### src/verilog/utt_defs.svh
// Purpose: Constants of the user TAP tile
// Assumes: Included by the tile and its bench
// Notes:   Codes below 16 and above 127 belong to the tile itself
`ifndef UTT_DEFS_SVH
`define UTT_DEFS_SVH

`define UTT_IR_W        8
`define UTT_ID_W        32
`define UTT_SYNC_LEN    3
`define UTT_IR_BYPASS   8'hFF
`define UTT_IR_IDCODE   8'h0F
`define UTT_IR_CAPTURE  8'h01
`define UTT_USER_LO     8'h10
`define UTT_USER_HI     8'h7F
`define UTT_PIN_N       5
`define UTT_PIN_TCK     0
`define UTT_PIN_TMS     1
`define UTT_PIN_TDI     2
`define UTT_PIN_TRST    3
`define UTT_PIN_USO     4
`define UTT_ID_DEFAULT  32'h0000_0001

`endif

### src/verilog/utt_pkg.sv
// Purpose: Types of the user TAP tile
// Assumes: Nothing
// Notes:   Gray codes along the usual walk through the states
package utt_pkg;

  typedef enum logic [3:0] {
    UTT_TLR     = 4'h0,
    UTT_RTI     = 4'h1,
    UTT_SEL_DR  = 4'h3,
    UTT_CAP_DR  = 4'h2,
    UTT_SH_DR   = 4'h6,
    UTT_EX1_DR  = 4'h7,
    UTT_PSE_DR  = 4'h5,
    UTT_EX2_DR  = 4'h4,
    UTT_UPD_DR  = 4'hC,
    UTT_SEL_IR  = 4'hD,
    UTT_CAP_IR  = 4'hF,
    UTT_SH_IR   = 4'hE,
    UTT_EX1_IR  = 4'hA,
    UTT_PSE_IR  = 4'hB,
    UTT_EX2_IR  = 4'h9,
    UTT_UPD_IR  = 4'h8
  } utt_state_e;

  typedef logic [7:0] utt_ir_t;

endpackage

### src/verilog/utt_user_tap_tile.sv
// Purpose: Test access port controller with a user tile toward the core
// Assumes: Pins TCK, TMS, TDI, TRST_N and user serial out are asynchronous
//          to CLK and are sampled by it; TCK is far slower than CLK
// Notes:   Serial in and data-register clock are plain wires, not flops
// Behaviour
// Instruction register shown whole on eight bits
// Codes 16 to 127 left free for users
// User reset low exactly in Test-Logic-Reset
// Power-on reset forces Test-Logic-Reset
// User reset held until host leaves reset
// User serial in is TDI pin directly
// User range routes user serial out to TDO
// Shift strobe high exactly in Shift-DR
// Capture strobe high exactly in Capture-DR
// Data-register clock is TCK pin directly
// Update strobe high exactly in Update-DR
// Core treats tile pins as external, unbuffered
// Core captures, shifts, drives low bit out
// Core updates on strobe, clears in reset
`timescale 1ns/10ps
`include "utt_defs.svh"

module utt_user_tap_tile #(
  parameter logic [`UTT_ID_W-1:0] ID_CODE = `UTT_ID_DEFAULT // Arbitrary
) (
  input  wire logic              CLK,
  input  wire logic              NRST,
  input  wire logic              TCK,
  input  wire logic              TMS,
  input  wire logic              TDI,
  input  wire logic              TRST_N,
  output logic                   TDO,
  output logic                   TDO_OE,
  output utt_pkg::utt_ir_t       USER_INSTRUCTION_BUS,
  output logic                   TAP_RESET_OUT_N,
  output wire logic              USER_SERIAL_IN,
  input  wire logic              USER_SERIAL_OUT,
  output logic                   SHIFT_DR_STROBE,
  output logic                   CAPTURE_DR_STROBE,
  output wire logic              DR_TEST_CLOCK,
  output logic                   UPDATE_DR_STROBE
);
  import utt_pkg::*;

  // Decodes the instructions handed to the core
  function automatic logic is_user(input utt_ir_t code);
    is_user = (code >= `UTT_USER_LO) && (code <= `UTT_USER_HI);
  endfunction

  logic [`UTT_PIN_N-1:0] pins;
  logic [`UTT_PIN_N-1:0] s1_ff, s2_ff, s3_ff, flt_ff;
  logic [`UTT_PIN_N-1:0] nxt_flt;

  assign pins = {USER_SERIAL_OUT, TRST_N, TDI, TMS, TCK};

  // Three stages; a pin change counts once stages two and three agree
  genvar gi;
  generate
    for (gi = 0; gi < `UTT_PIN_N; gi++) begin : g_sync
      always_comb begin
        nxt_flt[gi] = (s2_ff[gi] == s3_ff[gi]) ? s3_ff[gi] : flt_ff[gi];
      end
      always_ff @(posedge CLK) begin
        if (!NRST) begin
          s1_ff[gi]  <= 1'b0;
          s2_ff[gi]  <= 1'b0;
          s3_ff[gi]  <= 1'b0;
          flt_ff[gi] <= 1'b0;
        end else begin
          s1_ff[gi]  <= pins[gi];
          s2_ff[gi]  <= s1_ff[gi];
          s3_ff[gi]  <= s2_ff[gi];
          flt_ff[gi] <= nxt_flt[gi];
        end
      end
    end
  endgenerate

  logic tck_rise, tck_fall, tms_s, tdi_s, trst_s_n, uso_s;

  assign tck_rise = nxt_flt[`UTT_PIN_TCK] & ~flt_ff[`UTT_PIN_TCK];
  assign tck_fall = ~nxt_flt[`UTT_PIN_TCK] & flt_ff[`UTT_PIN_TCK];
  assign tms_s    = nxt_flt[`UTT_PIN_TMS];
  assign tdi_s    = nxt_flt[`UTT_PIN_TDI];
  assign trst_s_n = nxt_flt[`UTT_PIN_TRST];
  assign uso_s    = nxt_flt[`UTT_PIN_USO];

  // Straight wires: the core shifts on the real test clock
  assign USER_SERIAL_IN = TDI;
  assign DR_TEST_CLOCK  = TCK;

  utt_state_e state_ff, nxt_state;

  always_comb begin
    nxt_state = state_ff;
    if (!trst_s_n) begin
      nxt_state = UTT_TLR;
    end else if (tck_rise) begin
      case (state_ff)
        UTT_TLR:    nxt_state = tms_s ? UTT_TLR    : UTT_RTI;
        UTT_RTI:    nxt_state = tms_s ? UTT_SEL_DR : UTT_RTI;
        UTT_SEL_DR: nxt_state = tms_s ? UTT_SEL_IR : UTT_CAP_DR;
        UTT_CAP_DR: nxt_state = tms_s ? UTT_EX1_DR : UTT_SH_DR;
        UTT_SH_DR:  nxt_state = tms_s ? UTT_EX1_DR : UTT_SH_DR;
        UTT_EX1_DR: nxt_state = tms_s ? UTT_UPD_DR : UTT_PSE_DR;
        UTT_PSE_DR: nxt_state = tms_s ? UTT_EX2_DR : UTT_PSE_DR;
        UTT_EX2_DR: nxt_state = tms_s ? UTT_UPD_DR : UTT_SH_DR;
        UTT_UPD_DR: nxt_state = tms_s ? UTT_SEL_DR : UTT_RTI;
        UTT_SEL_IR: nxt_state = tms_s ? UTT_TLR    : UTT_CAP_IR;
        UTT_CAP_IR: nxt_state = tms_s ? UTT_EX1_IR : UTT_SH_IR;
        UTT_SH_IR:  nxt_state = tms_s ? UTT_EX1_IR : UTT_SH_IR;
        UTT_EX1_IR: nxt_state = tms_s ? UTT_UPD_IR : UTT_PSE_IR;
        UTT_PSE_IR: nxt_state = tms_s ? UTT_EX2_IR : UTT_PSE_IR;
        UTT_EX2_IR: nxt_state = tms_s ? UTT_UPD_IR : UTT_SH_IR;
        UTT_UPD_IR: nxt_state = tms_s ? UTT_SEL_DR : UTT_RTI;
        default:    nxt_state = UTT_TLR;
      endcase
    end
  end

  // Strobes are registered from the next state so they match the state
  logic nxt_rst_n, nxt_shift, nxt_cap, nxt_upd;

  always_comb begin
    nxt_rst_n = (nxt_state != UTT_TLR);
    nxt_shift = (nxt_state == UTT_SH_DR);
    nxt_cap   = (nxt_state == UTT_CAP_DR);
    nxt_upd   = (nxt_state == UTT_UPD_DR);
  end

  always_ff @(posedge CLK) begin
    if (!NRST) begin
      state_ff          <= UTT_TLR;
      TAP_RESET_OUT_N   <= 1'b0;
      SHIFT_DR_STROBE   <= 1'b0;
      CAPTURE_DR_STROBE <= 1'b0;
      UPDATE_DR_STROBE  <= 1'b0;
    end else begin
      state_ff          <= nxt_state;
      TAP_RESET_OUT_N   <= nxt_rst_n;
      SHIFT_DR_STROBE   <= nxt_shift;
      CAPTURE_DR_STROBE <= nxt_cap;
      UPDATE_DR_STROBE  <= nxt_upd;
    end
  end

  // Shift paths: instruction, identity, bypass
  utt_ir_t               ir_ff, ir_sh_ff, nxt_ir, nxt_ir_sh;
  logic [`UTT_ID_W-1:0]  id_sh_ff, nxt_id_sh;
  logic                  byp_ff, nxt_byp;
  logic                  nxt_tdo, nxt_oe;

  always_comb begin
    nxt_ir    = ir_ff;
    nxt_ir_sh = ir_sh_ff;
    nxt_id_sh = id_sh_ff;
    nxt_byp   = byp_ff;
    nxt_tdo   = TDO;
    nxt_oe    = TDO_OE;
    if (!trst_s_n) begin
      // Test reset may cut a scan short, so release the pin at once
      nxt_ir  = `UTT_IR_IDCODE;
      nxt_oe  = 1'b0;
      nxt_tdo = 1'b0;
    end else if (tck_rise) begin
      case (state_ff)
        UTT_TLR:    nxt_ir    = `UTT_IR_IDCODE;
        UTT_CAP_IR: nxt_ir_sh = `UTT_IR_CAPTURE;
        UTT_SH_IR:  nxt_ir_sh = {tdi_s, ir_sh_ff[`UTT_IR_W-1:1]};
        UTT_CAP_DR: begin
          nxt_id_sh = ID_CODE;
          nxt_byp   = 1'b0;
        end
        UTT_SH_DR: begin
          nxt_id_sh = {tdi_s, id_sh_ff[`UTT_ID_W-1:1]};
          nxt_byp   = tdi_s;
        end
        default: nxt_byp = byp_ff;
      endcase
    end else if (tck_fall) begin
      // Output changes on the falling edge so the host samples it stable
      nxt_oe  = 1'b0;
      nxt_tdo = 1'b0;
      case (state_ff)
        UTT_UPD_IR: nxt_ir = ir_sh_ff;
        UTT_SH_IR: begin
          nxt_oe  = 1'b1;
          nxt_tdo = ir_sh_ff[0];
        end
        UTT_SH_DR: begin
          nxt_oe = 1'b1;
          if (is_user(ir_ff)) begin
            nxt_tdo = uso_s;
          end else if (ir_ff == `UTT_IR_IDCODE) begin
            nxt_tdo = id_sh_ff[0];
          end else begin
            nxt_tdo = byp_ff;
          end
        end
        default: nxt_oe = 1'b0;
      endcase
    end
  end

  always_ff @(posedge CLK) begin
    if (!NRST) begin
      ir_ff    <= `UTT_IR_IDCODE;
      ir_sh_ff <= `UTT_IR_CAPTURE;
      id_sh_ff <= ID_CODE;
      byp_ff   <= 1'b0;
      TDO      <= 1'b0;
      TDO_OE   <= 1'b0;
    end else begin
      ir_ff    <= nxt_ir;
      ir_sh_ff <= nxt_ir_sh;
      id_sh_ff <= nxt_id_sh;
      byp_ff   <= nxt_byp;
      TDO      <= nxt_tdo;
      TDO_OE   <= nxt_oe;
    end
  end

  assign USER_INSTRUCTION_BUS = ir_ff;

endmodule

### config.mk
export PLATFORM = sky130hd
export DESIGN_NAME = utt_user_tap_tile
export DESIGN_NICKNAME = d
export VERILOG_FILES = /design/src/verilog/utt_pkg.sv /design/src/verilog/utt_user_tap_tile.sv
export VERILOG_INCLUDE_DIRS = /design/src /design/src/verilog
export SDC_FILE = /design/constraint.sdc
export NUM_CORES = 1
export LEC_CHECK = 0
export BUFFER_PORTS_ARGS = -buffer_cell sky130_fd_sc_hd__buf_2
export CAP_MARGIN = 25
export CORE_MARGIN = 10
export CORE_UTILIZATION = 60
export CTS_BUF_LIST = sky130_fd_sc_hd__clkbuf_4 sky130_fd_sc_hd__clkbuf_8
export DETAILED_ROUTE_END_ITERATION = 6
export PLACE_DENSITY = 0.86
export SKIP_LAST_GASP = 1
export SYNTH_ARGS = -nofsm -noshare
export SYNTH_HDL_FRONTEND = slang
export SYNTH_SLANG_ARGS = --single-unit
### constraint.sdc
create_clock -name CLK -period 5.9 [get_ports CLK]
set_clock_uncertainty 0.15 [all_clocks]
set_input_delay 1.18 -clock CLK [delete_from_list [all_inputs] [get_ports CLK]]
set_output_delay 1.18 -clock CLK [all_outputs]
set_load 0.01 [all_outputs]
==> results.py, run 1 <==
metrics = {
    "synthesis": {
        "synth_nets": 341,
        "synthXorXnorAreaFrac_pct": 0.271,
        "netlist_area_sq_um": 3230,
        "dominantRegCellSynth": "sky130_fd_sc_hd__dfxtp_1",
        "netlist_instances": 332,
        "synth-edff-count": 0,
        "share_of_synthesized_area_occupied_by_flip_flops_and_latches_pct": 48.4,
        "synth_top_family_by_area": "simple AND/OR/NAND/NOR gates",
        "number_of_library_cell_types_mapped_by_synthesis": 55,
        "asyncSetResetFlopFracSynth_pct": 0,
        "yosysWarnings": 0,
        "post_synth.cell_area_avg_sq_um": 9.72,
        "simple_gate_share_of_the_synthesized_area_pct": 23.8,
        "synthMuxAreaShare_pct": 0.659,
        "post_synthesis_share_of_cell_area_spent_on_full_adders_half_adders_and_majority_gates_pct": 2.09,
        "compound_gate_portion_of_the_synthesized_area_pct": 19.1,
        "yosys_register_bits": 78,
    },
    "worst_setup_path": {
        "startpoint_type": "input pin",
        "setup.worst_path.class": "input pin to register",
        "cp_data_arrival_time_ns": 2.94,
        "crit_fanout": 62,
        "worst_setup_path_end_kind": "register",
        "worst_ep_required_time_ns": 6.01,
    },
    "power_and_ir_drop": {
        "ir_worst_vdd_uv": 174,
        "power_density_nw_per_um2": 263,
        "power.internal_uw": 695,
        "clockPowerShare_pct": 39.9,
        "switchingPower_uw": 216,
        "totalPowerFinal_uw": 911,
        "power.static_leakage_nw": 1.18,
        "comb_power_share_pct": 1.7,
        "sequentialPowerShare_pct": 58.3,
        "sw_frac_of_total_pct": 23.7,
    },
    "floorplanning": {
        "core_region_area_sq_um": 5170,
        "height_of_the_chip_um": 93.4,
        "io-pin-count": 23,
        "initial_util_pct": 62.4,
        "full_die_area_sq_um": 8710,
        "core.rowCount": 26,
        "fp.dieW_um": 93.4,
    },
    "drt": {
        "drt-initial-drc-count": 161,
        "vias": 2369,
        "drt-pass1-iter-count": 5,
        "routed_wire_length_per_instance_um": 14.3,
        "avgViaCountPerCell": 5.72,
        "drcViolationCount": 0,
        "totalWireLength_mm": 5.93,
        "ant_nets": 0,
    },
    "timing": {
        "actual_slew_at_the_worst_max_slew_pin_ns": 1.02,
        "hold_violations": 0,
        "maxClockFrequency_mhz": 354,
        "finalCriticalPeriod_ns": 2.83,
        "drv_slew": 0,
        "rsz0062_at_grt": "no",
        "setup_total_negative_slack_ns": 0,
        "final-setup-viol-count": 0,
        "headroom_to_the_max_slew_limit_pct": 31.9,
        "post-route-period-util_pct": 47.9,
    },
    "flow_run": {
        "maxCapViolations": 0,
    },
    "run_status": {
        "status": "finished, final reports clean",
    },
    "clocking": {
        "total_clock_buffers_created_by_cts": 9,
        "hold_buffers": 0,
        "cts_tree": "built",
        "clock_latency_reported_for_the_late_side_of_the_worst_skew_pair_ns": 0.36,
        "clkTransAtPathRegs_ns": 0.08,
        "h_tree_lvls": 3,
        "post_cts_resized": 0,
        "cts_post_setup_buffers_inserted": 0,
        "cts-root-to-sink-buffers": 2,
        "numClockSinks": 78,
        "clock_root_buffer": "sky130_fd_sc_hd__clkbuf_8",
    },
    "layout": {
        "post_route_cells_drive_above_1_share_pct": 15.4,
        "sequential_cell_area_sq_um": 1560,
        "finalNetCount": 348,
        "layout.filler_cells": 408,
        "layout_common_cells": "sky130_fd_sc_hd__dfxtp_1 (78), sky130_fd_sc_hd__nor2b_1 (33), sky130_fd_sc_hd__a22oi_1 (31), sky130_fd_sc_hd__buf_2 (22), sky130_fd_sc_hd__and2_1 (21)",
        "synthToLayoutAreaGrowth_pct": 7.25,
        "layout.cells.most_common": "sky130_fd_sc_hd__dfxtp_1",
        "combined_area_of_the_multi_input_logic_cells_sq_um": 1480,
        "n_antenna_cell": 0,
    },
    "global_routing": {
        "grt_max_degree": 63,
        "grt-ovfl-total": 0,
        "antenna_found_initial": 0,
        "first_pass_grt_wire_length_mm": 10.1,
        "grt_pass1_vias": 2224,
        "global_route.usage.total_pct": 14.3,
    },
    "place": {
        "place.gp.congestion": 0.829,
        "dp_hpwl_mm": 3.92,
        "place.port_buffers": 22,
    },
    "worst_hold_path": {
        "hp-class": "register to register",
    },
}
## power by group through the flow
stage	combinational (mW)	sequential, mW	clock (mW)
5_1_grt	0.0180	0.532	0.386
2_1_floorplan	0.0126	0.543	0
3_3_place_gp	0.0159	0.544	0
3_5_place_dp	0.0161	0.544	0
4_1_cts	0.0161	0.531	0.372
6_report	0.0158	0.531	0.364
## flip-flops by register name (all words and copies together) (netlist names), 4 cells and up
name                  count
flt_ff                    5
state_ff                  4
id_sh_ff                 32
ir_sh_ff                  8
s3_ff                     5
s1_ff                     5
s2_ff                     5
USER_INSTRUCTION_BUS      8
## per-layer routing
layer  track usage, %  vias up  routed length, um
li1                 -     1203                  -
met1             16.9     1112               2760
met2             22.2       46               2710
met3             5.12        8                365
met4             7.20        0                101
met5                0        -                  0
## worst paths after layout
check	depth (start not counted)	endpoint	from	slack, ns
max	5	SHIFT_DR_STROBE$_SDFF_PN0_	NRST	3.07
min	1	s2_ff[3]$_SDFF_PN0_	s1_ff[3]$_SDFF_PN0_	0.29
max reg2reg	5	id_sh_ff[6]$_SDFFE_PN0P_	flt_ff[0]$_SDFF_PN0_	3.14
min reg2reg	1	s2_ff[3]$_SDFF_PN0_	s1_ff[3]$_SDFF_PN0_	0.29
## synth_stat cells, types with 7 or more instances
cell                       count  area (sq um)
sky130_fd_sc_hd__o21ai_0      12          60.1
sky130_fd_sc_hd__or3b_1        7          61.3
sky130_fd_sc_hd__nand3_1       7          35.0
sky130_fd_sc_hd__nand2_1      16          60.1
sky130_fd_sc_hd__buf_2        11          55.1
sky130_fd_sc_hd__clkbuf_1      9          33.8
sky130_fd_sc_hd__nor3_1       10          50.1
sky130_fd_sc_hd__inv_1         8          30.0
sky130_fd_sc_hd__nor2b_1      33           206
sky130_fd_sc_hd__dfxtp_1      78          1560
sky130_fd_sc_hd__a21oi_1      13          65.1
sky130_fd_sc_hd__a22oi_1      31           233
sky130_fd_sc_hd__nand4_1       7          43.8
sky130_fd_sc_hd__and2_1       21           131
## per-stage QoR
step | cells | setup WS, ns | hold WS [ns] | area, sq um | util [%]
floorplan | 332 | 3.27 | 0.262 | 3230 | -
global placement | 398 | 2.76 | 0.269 | 3280 | 63.4
detailed placement | 398 | 2.70 | 0.271 | 3280 | 63.4
CTS | 414 | 3.05 | 0.290 | 3460 | 66.9
global route | 414 | 2.75 | 0.306 | 3460 | 66.9
finish | 414 | 3.07 | 0.291 | 3460 | 66.9
## critical path: stages
cell and delay (ns):
sky130_fd_sc_hd__buf_2 0.58, sky130_fd_sc_hd__nand2_1 0.37, sky130_fd_sc_hd__inv_1 0.30, sky130_fd_sc_hd__o2111ai_1 0.20, sky130_fd_sc_hd__a211oi_1 0.30
## area by class of cell
class	instances	area share (%)
Tap cell	70	2.53
Clock inverter	7	1.66
Clock buffer	9	3.58
Timing Repair Buffer	23	3.40
Inverter	8	0.867
Multi-Input combinational cell	219	42.9
Sequential cell	78	45.1
## cells by family (layout without fill, tap and decap cells)
family | count (synthesis) | in the layout
adders and majority gates | 6 | 6
and+or+nand+nor | 123 | 123
buffers and inverters | 35 | 47
AOI/OAI and AO/OA | 87 | 87
DFF | 78 | 78
muxes | 2 | 2
xor gates and xnor gates | 1 | 1
No activity file was read; power rests on OpenSTA's default activity.
==> inputs of run 2 (changes only) <==
--- a/config.mk
+++ b/config.mk
@@ -6,13 +6,14 @@
 export SDC_FILE = /design/constraint.sdc
 export NUM_CORES = 1
 export LEC_CHECK = 0
+export ABC_AREA = 1
 export BUFFER_PORTS_ARGS = -buffer_cell sky130_fd_sc_hd__buf_2
 export CAP_MARGIN = 25
 export CORE_MARGIN = 10
 export CORE_UTILIZATION = 60
 export CTS_BUF_LIST = sky130_fd_sc_hd__clkbuf_4 sky130_fd_sc_hd__clkbuf_8
 export DETAILED_ROUTE_END_ITERATION = 6
-export PLACE_DENSITY = 0.86
+export PLACE_DENSITY = 0.87
 export SKIP_LAST_GASP = 1
 export SYNTH_ARGS = -nofsm -noshare
 export SYNTH_HDL_FRONTEND = slang
==> constraint.sdc (replaced) <==
create_clock -name CLK -period 2.9 [get_ports CLK]
set_clock_uncertainty 0.15 [all_clocks]
set_input_delay 0.58 -clock CLK [delete_from_list [all_inputs] [get_ports CLK]]
set_output_delay 0.58 -clock CLK [all_outputs]
set_load 0.01 [all_outputs]
==> results.py, run 2 <==
metrics = {
    "clocking": {
        "post_cts_resized": 0,
        "cts_tree": "built",
        "cts-root-to-sink-buffers": 2,
        "clock_root_buffer": "sky130_fd_sc_hd__clkbuf_8",
        "numClockSinks": 78,
        "h_tree_lvls": 3,
        "total_clock_buffers_created_by_cts": 9,
        "clkTransAtPathRegs_ns": 0.07,
        "cts_post_setup_buffers_inserted": 0,
        "clock_latency_reported_for_the_late_side_of_the_worst_skew_pair_ns": 0.35,
        "hold_buffers": 0,
    },
    "timing": {
        "headroom_to_the_max_slew_limit_pct": 63.5,
        "final-setup-viol-count": 0,
        "setup_total_negative_slack_ns": 0,
        "rsz0062_at_grt": "no",
        "drv_slew": 0,
        "finalCriticalPeriod_ns": 2.39,
        "maxClockFrequency_mhz": 419,
        "hold_violations": 0,
        "actual_slew_at_the_worst_max_slew_pin_ns": 0.546,
        "post-route-period-util_pct": 82.4,
        "worst_hold_slack_ns": 0.260,
    },
    "drt": {
        "drt-initial-drc-count": 139,
        "ant_nets": 0,
        "routed_wire_length_per_instance_um": 13.0,
        "avgViaCountPerCell": 5.32,
        "totalWireLength_mm": 6.25,
        "drt-pass1-iter-count": 4,
        "drcViolationCount": 0,
        "vias": 2550,
    },
    "worst_setup_path": {
        "worst_ep_required_time_ns": 2.97,
        "critical_path_cell_count": 11,
        "crit_fanout": 11,
        "worst_setup_path_end_kind": "register",
        "startpoint_type": "register",
        "reg2reg_depth": 11,
        "cp_data_arrival_time_ns": 2.46,
        "setup.worst_path.class": "register to register",
        "worst-path-buf-inv": 3,
        "crit_path_top_delay_cell": "sky130_fd_sc_hd__dfxtp_1",
        "family_of_cells_with_the_greatest_summed_delay_on_the_critical_path": "simple AND/OR/NAND/NOR gates",
        "cp_slowest_stage_delay_ns": 0.38,
        "cp_cell_sequence": "a21oi_1, nor2_1, ha_1, clkinv_1, nor2_1, a31o_2, inv_2, nor2_4, inv_2, nand2_1, nand3_1",
    },
    "layout": {
        "synthToLayoutAreaGrowth_pct": 10.6,
        "finalNetCount": 416,
        "layout_common_cells": "sky130_fd_sc_hd__nand2_1 (91), sky130_fd_sc_hd__dfxtp_1 (78), sky130_fd_sc_hd__inv_1 (55), sky130_fd_sc_hd__nor2_1 (33), sky130_fd_sc_hd__buf_2 (22)",
        "largest-register": "id_sh_ff",
        "final_core_util_pct": 69.9,
        "largest_register_ff_count": 32,
        "post_route_cells_drive_above_1_share_pct": 15.3,
        "stdcell_area_sq_um": 3370,
        "layout.cells.most_common": "sky130_fd_sc_hd__nand2_1",
        "n_antenna_cell": 0,
        "finish.cell_count_without_fillers": 479,
    },
    "synthesis": {
        "dominantRegCellSynth": "sky130_fd_sc_hd__dfxtp_1",
        "yosysWarnings": 0,
        "yosysTopAreaCell": "sky130_fd_sc_hd__dfxtp_1",
        "synth_area_leaders": "sky130_fd_sc_hd__dfxtp_1 (51%), sky130_fd_sc_hd__nand2_1 (11%), sky130_fd_sc_hd__inv_1 (6.8%)",
        "post_synth.cell_area_avg_sq_um": 7.89,
        "synth-edff-count": 0,
        "post-synth-top-count-cell": "sky130_fd_sc_hd__nand2_1",
        "asyncSetResetFlopFracSynth_pct": 0,
        "synth_nets": 395,
        "yosys_register_bits": 78,
        "share_of_synthesized_area_occupied_by_flip_flops_and_latches_pct": 51.3,
        "post-synth-top-area-fraction_pct": 51.3,
        "commonest_cells_in_the_netlist": "sky130_fd_sc_hd__nand2_1 (91), sky130_fd_sc_hd__dfxtp_1 (78), sky130_fd_sc_hd__inv_1 (55)",
        "number_of_library_cell_types_mapped_by_synthesis": 31,
        "netlist_area_sq_um": 3050,
        "netlist_instances": 386,
    },
    "global_routing": {
        "global_route.usage.total_pct": 15.7,
        "grt_pass1_vias": 2475,
        "antenna_found_initial": 0,
        "grt-ovfl-total": 0,
        "first_pass_grt_wire_length_mm": 11.0,
        "grt_max_degree": 31,
    },
    "place": {
        "place.port_buffers": 22,
        "placed_instance_area_sq_um": 3180,
        "dp_hpwl_mm": 4.39,
        "place.gp.congestion": 0.896,
        "place_inst": 463,
    },
    "flow_run": {
        "maxCapViolations": 0,
    },
    "power_and_ir_drop": {
        "power.static_leakage_nw": 1.45,
        "power_density_nw_per_um2": 553,
        "ir_worst_vdd_uv": 413,
    },
    "floorplanning": {
        "fp.dieW_um": 91.2,
        "core_region_area_sq_um": 4820,
        "core.rowCount": 25,
        "full_die_area_sq_um": 8330,
        "height_of_the_chip_um": 91.2,
        "initial_util_pct": 63.2,
        "io-pin-count": 23,
    },
    "worst_hold_path": {
        "hp-class": "input pin to register",
        "hold_depth": 3,
    },
    "run_status": {
        "status": "finished, final reports clean",
    },
}
-- run 2: cell count changes after synthesis, moves of 21 or more --
cell	change
sky130_fd_sc_hd__nor2b_1	-33
sky130_fd_sc_hd__nand2_1	+75
sky130_fd_sc_hd__o22ai_1	+21
sky130_fd_sc_hd__and2_1	-21
sky130_fd_sc_hd__a22oi_1	-29
sky130_fd_sc_hd__nor2_1	+30
sky130_fd_sc_hd__inv_1	+47
-- run 2: cell type report --
| class | count | area [sq um] |
|---|---|---|
| Sequential cell | 78 | 1560 |
| Fill cell | 413 | 1450 |
| Multi-Input combinational cell | 228 | 1160 |
| Inverter | 64 | 240 |
| Clock buffer | 13 | 166 |
| Timing Repair Buffer | 26 | 140 |
| Tap cell | 67 | 83.8 |
| Clock inverter | 3 | 18.8 |
-- run 2: per-stage QoR --
stage,setup WS (ns),power [mW]
2_1_floorplan,1.00,1.13
3_3_place_gp,0.673,1.15
3_5_place_dp,0.529,1.15
4_1_cts,0.511,1.87
5_1_grt,0.285,1.92
6_report,0.511,1.86
-- run 2: worst reg2reg max path, stage by stage, from the launching register on --
cell and delay (ns):
sky130_fd_sc_hd__dfxtp_1 0.38, sky130_fd_sc_hd__a21oi_1 0.09, sky130_fd_sc_hd__nor2_1 0.13, sky130_fd_sc_hd__ha_1 0.36, sky130_fd_sc_hd__clkinv_1 0.31, sky130_fd_sc_hd__nor2_1 0.22
sky130_fd_sc_hd__a31o_2 0.14, sky130_fd_sc_hd__inv_2 0.04, sky130_fd_sc_hd__nor2_4 0.19, sky130_fd_sc_hd__inv_2 0.10, sky130_fd_sc_hd__nand2_1 0.07, sky130_fd_sc_hd__nand3_1 0.07
-- run 2: worst paths after layout --
kind / slack [ns] / from / to
worst min register to register: 0.27 / s1_ff[2]$_SDFF_PN0_ / s2_ff[2]$_SDFF_PN0_
worst max register to register: 0.51 / flt_ff[0]$_SDFF_PN0_ / USER_INSTRUCTION_BUS[2]$_SDFFE_PN1P_
worst max-delay path: 0.51 / flt_ff[0]$_SDFF_PN0_ / USER_INSTRUCTION_BUS[2]$_SDFFE_PN1P_
worst min-delay path: 0.26 / USER_SERIAL_OUT / s1_ff[4]$_SDFF_PN0_
-- run 2: routing by layer --
layer / track usage [%] / wire [um]
met5: 0 / 0
met1: 17.8 / 2710
met4: 5.74 / 101
met3: 6.26 / 433
met2: 26.1 / 3000
-- run 2: logic make-up (layout without fill, tap and decap cells) --
group | count (synthesis) | count (layout) | share of synthesized area [%]
AND/OR/NAND/NOR | 156 | 156 | 21.9
buffers and inverters | 80 | 106 | 10.8
flip-flops | 78 | 78 | 51.3
AO/OA/AOI/OAI | 69 | 69 | 14.9
adder cells (fa/ha/maj) | 3 | 3 | 1.15
-- run 2: where the power goes --
part	switching [mW]	internal, mW	total [mW]
Sequential	0.00353	1.08	1.08
Clock	0.365	0.375	0.740
Combinational	0.0281	0.0113	0.0394
==> inputs of run 3 (changes only) <==
--- a/config.mk
+++ b/config.mk
@@ -10,10 +10,10 @@
 export BUFFER_PORTS_ARGS = -buffer_cell sky130_fd_sc_hd__buf_2
 export CAP_MARGIN = 25
 export CORE_MARGIN = 10
-export CORE_UTILIZATION = 60
+export CORE_UTILIZATION = 55
 export CTS_BUF_LIST = sky130_fd_sc_hd__clkbuf_4 sky130_fd_sc_hd__clkbuf_8
 export DETAILED_ROUTE_END_ITERATION = 6
-export PLACE_DENSITY = 0.87
+export PLACE_DENSITY = 0.84
 export SKIP_LAST_GASP = 1
 export SYNTH_ARGS = -nofsm -noshare
 export SYNTH_HDL_FRONTEND = slang
==> constraint.sdc (replaced) <==
create_clock -name CLK -period 2 [get_ports CLK]
set_clock_uncertainty 0.15 [all_clocks]
set_input_delay 0.4 -clock CLK [delete_from_list [all_inputs] [get_ports CLK]]
set_output_delay 0.4 -clock CLK [all_outputs]
set_load 0.01 [all_outputs]
==> results.py, run 3 (same netlist as run 2, synthesis figures left out) <==
metrics = {
    "place": {
        "place.port_buffers": 22,
        "place_inst": 473,
        "dp_hpwl_mm": 4.30,
        "place.gp.congestion": 0.881,
    },
    "power_and_ir_drop": {
        "totalPowerFinal_mw": 3.01,
        "power.internal_mw": 2.40,
        "sw_frac_of_total_pct": 20.4,
        "ir_worst_vdd_uv": 758,
        "clockPowerShare_pct": 45.7,
        "switchingPower_uw": 616,
        "comb_power_share_pct": 2.3,
        "sequentialPowerShare_pct": 52.0,
        "power_density_nw_per_um2": 853,
        "power.static_leakage_nw": 1.52,
    },
    "layout": {
        "largest_register_ff_count": 32,
        "synthToLayoutAreaGrowth_pct": 16.1,
        "largest-register": "id_sh_ff",
        "finalNetCount": 425,
        "finish.cell_count_without_fillers": 493,
        "layout_common_cells": "sky130_fd_sc_hd__nand2_1 (91), sky130_fd_sc_hd__dfxtp_1 (75), sky130_fd_sc_hd__inv_1 (55), sky130_fd_sc_hd__nor2_1 (32), sky130_fd_sc_hd__buf_2 (22)",
        "final_core_util_pct": 65.0,
        "layout.cells.most_common": "sky130_fd_sc_hd__nand2_1",
        "post_route_cells_drive_above_1_share_pct": 18.5,
        "layout.filler_cells": 456,
        "n_antenna_cell": 0,
    },
    "clocking": {
        "clkTransAtPathRegs_ns": 0.08,
        "cts-root-to-sink-buffers": 2,
        "cts_tree": "built",
        "clock_latency_reported_for_the_late_side_of_the_worst_skew_pair_ns": 0.36,
        "numClockSinks": 78,
        "h_tree_lvls": 3,
        "clock_root_buffer": "sky130_fd_sc_hd__clkbuf_8",
        "total_clock_buffers_created_by_cts": 9,
    },
    "timing": {
        "setup_total_negative_slack_ns": 0,
        "hold_violations": 0,
        "final-setup-viol-count": 0,
        "post-route-period-util_pct": 95.7,
        "rsz0062_at_grt": "yes",
        "drv_slew": 0,
        "worst_hold_slack_ns": 0.0688,
        "actual_slew_at_the_worst_max_slew_pin_ns": 0.454,
        "maxClockFrequency_mhz": 523,
        "headroom_to_the_max_slew_limit_pct": 69.6,
        "finalCriticalPeriod_ns": 1.91,
    },
    "drt": {
        "drcViolationCount": 0,
        "ant_nets": 0,
        "totalWireLength_mm": 6.46,
        "avgViaCountPerCell": 5.23,
        "drt-pass1-iter-count": 4,
        "drt-initial-drc-count": 188,
        "vias": 2577,
        "routed_wire_length_per_instance_um": 13.1,
    },
    "flow_run": {
        "maxCapViolations": 0,
    },
    "global_routing": {
        "grt-ovfl-total": 0,
        "first_pass_grt_wire_length_mm": 10.7,
        "grt_max_degree": 39,
        "global_route.usage.total_pct": 14.9,
        "grt_pass1_vias": 2381,
        "antenna_found_initial": 0,
    },
    "floorplanning": {
        "core.rowCount": 27,
        "io-pin-count": 23,
        "fp.dieW_um": 94.4,
        "core_region_area_sq_um": 5440,
        "height_of_the_chip_um": 94.4,
        "full_die_area_sq_um": 8910,
        "initial_util_pct": 56.0,
    },
    "run_status": {
        "status": "finished, final reports clean",
    },
    "worst_setup_path": {
        "family_of_cells_with_the_greatest_summed_delay_on_the_critical_path": "simple AND/OR/NAND/NOR gates",
        "crit_fanout": 8,
        "worst_setup_path_end_kind": "register",
        "crit_path_top_delay_cell": "sky130_fd_sc_hd__dfxtp_2",
        "setup.worst_path.class": "register to register",
        "cp_cell_sequence": "a21oi_1, nor2_1, ha_2, clkinv_1, buf_4, a22oi_2, nand2_1, nand2_1, nand2_1, nor2_1, nor2_1",
        "cp_data_arrival_time_ns": 2.00,
        "worst_ep_required_time_ns": 2.09,
        "worst-path-buf-inv": 2,
        "cp_slowest_stage_delay_ns": 0.35,
        "startpoint_type": "register",
    },
    "worst_hold_path": {
        "hp-class": "input pin to register",
    },
}
## run 3: cell types whose count changed in the layout (fill, tap and decap cells not counted), sizes merged
cell / change
bufinv: +2
clkbuf: -1
nor2: +1
clkinv: -3
buf: +8
clkinvlp: +1
inv: +1
## run 3: timing repair
action,CTS,global route
pin swaps,0,4
endpoints found under the setup margin,7,19
hold buffers,0,0
gates resized for setup,1,5
buffers inserted,0,3
cloned,0,1
## run 3: worst register-to-register path, delay by kind of cell, from the launching register on
kind            cells  cell delay [ns]
fa+ha+maj           1             0.25
flops               1             0.35
simple gates        6             0.54
compound gates      2             0.23
buf+inv             2             0.29
## run 3: cell type report
| cell class | count | area (sq um) | share of cell area (%) |
|---|---|---|---|
| tap | 72 | 90.1 | 2.55 |
| multi-input combinational | 229 | 1170 | 33.2 |
| clock inverter | 4 | 76.3 | 2.16 |
| inverter | 64 | 240 | 6.80 |
| clock buffer | 12 | 165 | 4.67 |
| timing repair buffer | 34 | 225 | 6.37 |
| sequential | 78 | 1570 | 44.3 |
## run 3: power by group through the flow
stage / combinational [mW] / sequential (mW) / clock (mW)
finish: 0.0682 / 1.57 / 1.38
CTS: 0.0670 / 1.57 / 1.41
global route: 0.0756 / 1.57 / 1.46
detailed placement: 0.0668 / 1.61 / 0
global placement: 0.0658 / 1.60 / 0
floorplan: 0.0407 / 1.60 / 0
## run 3: per-stage QoR
step | cell area (sq um) | setup WS, ns
6_report | 3530 | 0.0863
5_1_grt | 3530 | -0.0840
4_1_cts | 3490 | 0.0135
3_5_place_dp | 3250 | -0.0427
3_3_place_gp | 3250 | 0.0855
2_1_floorplan | 3050 | 0.0997
## run 3: metal layers
metal | routed length, um | track usage, % | vias to the layer above
met3 | 509 | 5.79 | 14
met4 | 97 | 5.57 | 0
met2 | 3020 | 24.0 | 76
met5 | 0 | 0 | -
met1 | 2840 | 17.6 | 1173
li1 | - | - | 1314
## run 3: path summary, 6_finish.rpt
| check | slack [ns] | to | cells after the start | from |
|---|---|---|---|---|
| worst min register to register | 0.27 | s2_ff[3]$_SDFF_PN0_ | 2 | s1_ff[3]$_SDFF_PN0_ |
| worst min-delay path | 0.07 | s1_ff[4]$_SDFF_PN0_ | 3 | USER_SERIAL_OUT |
| worst max register to register | 0.09 | TAP_RESET_OUT_N$_SDFF_PN0_ | 11 | flt_ff[0]$_SDFF_PN0_ |
| worst max-delay path | 0.09 | TAP_RESET_OUT_N$_SDFF_PN0_ | 11 | flt_ff[0]$_SDFF_PN0_ |
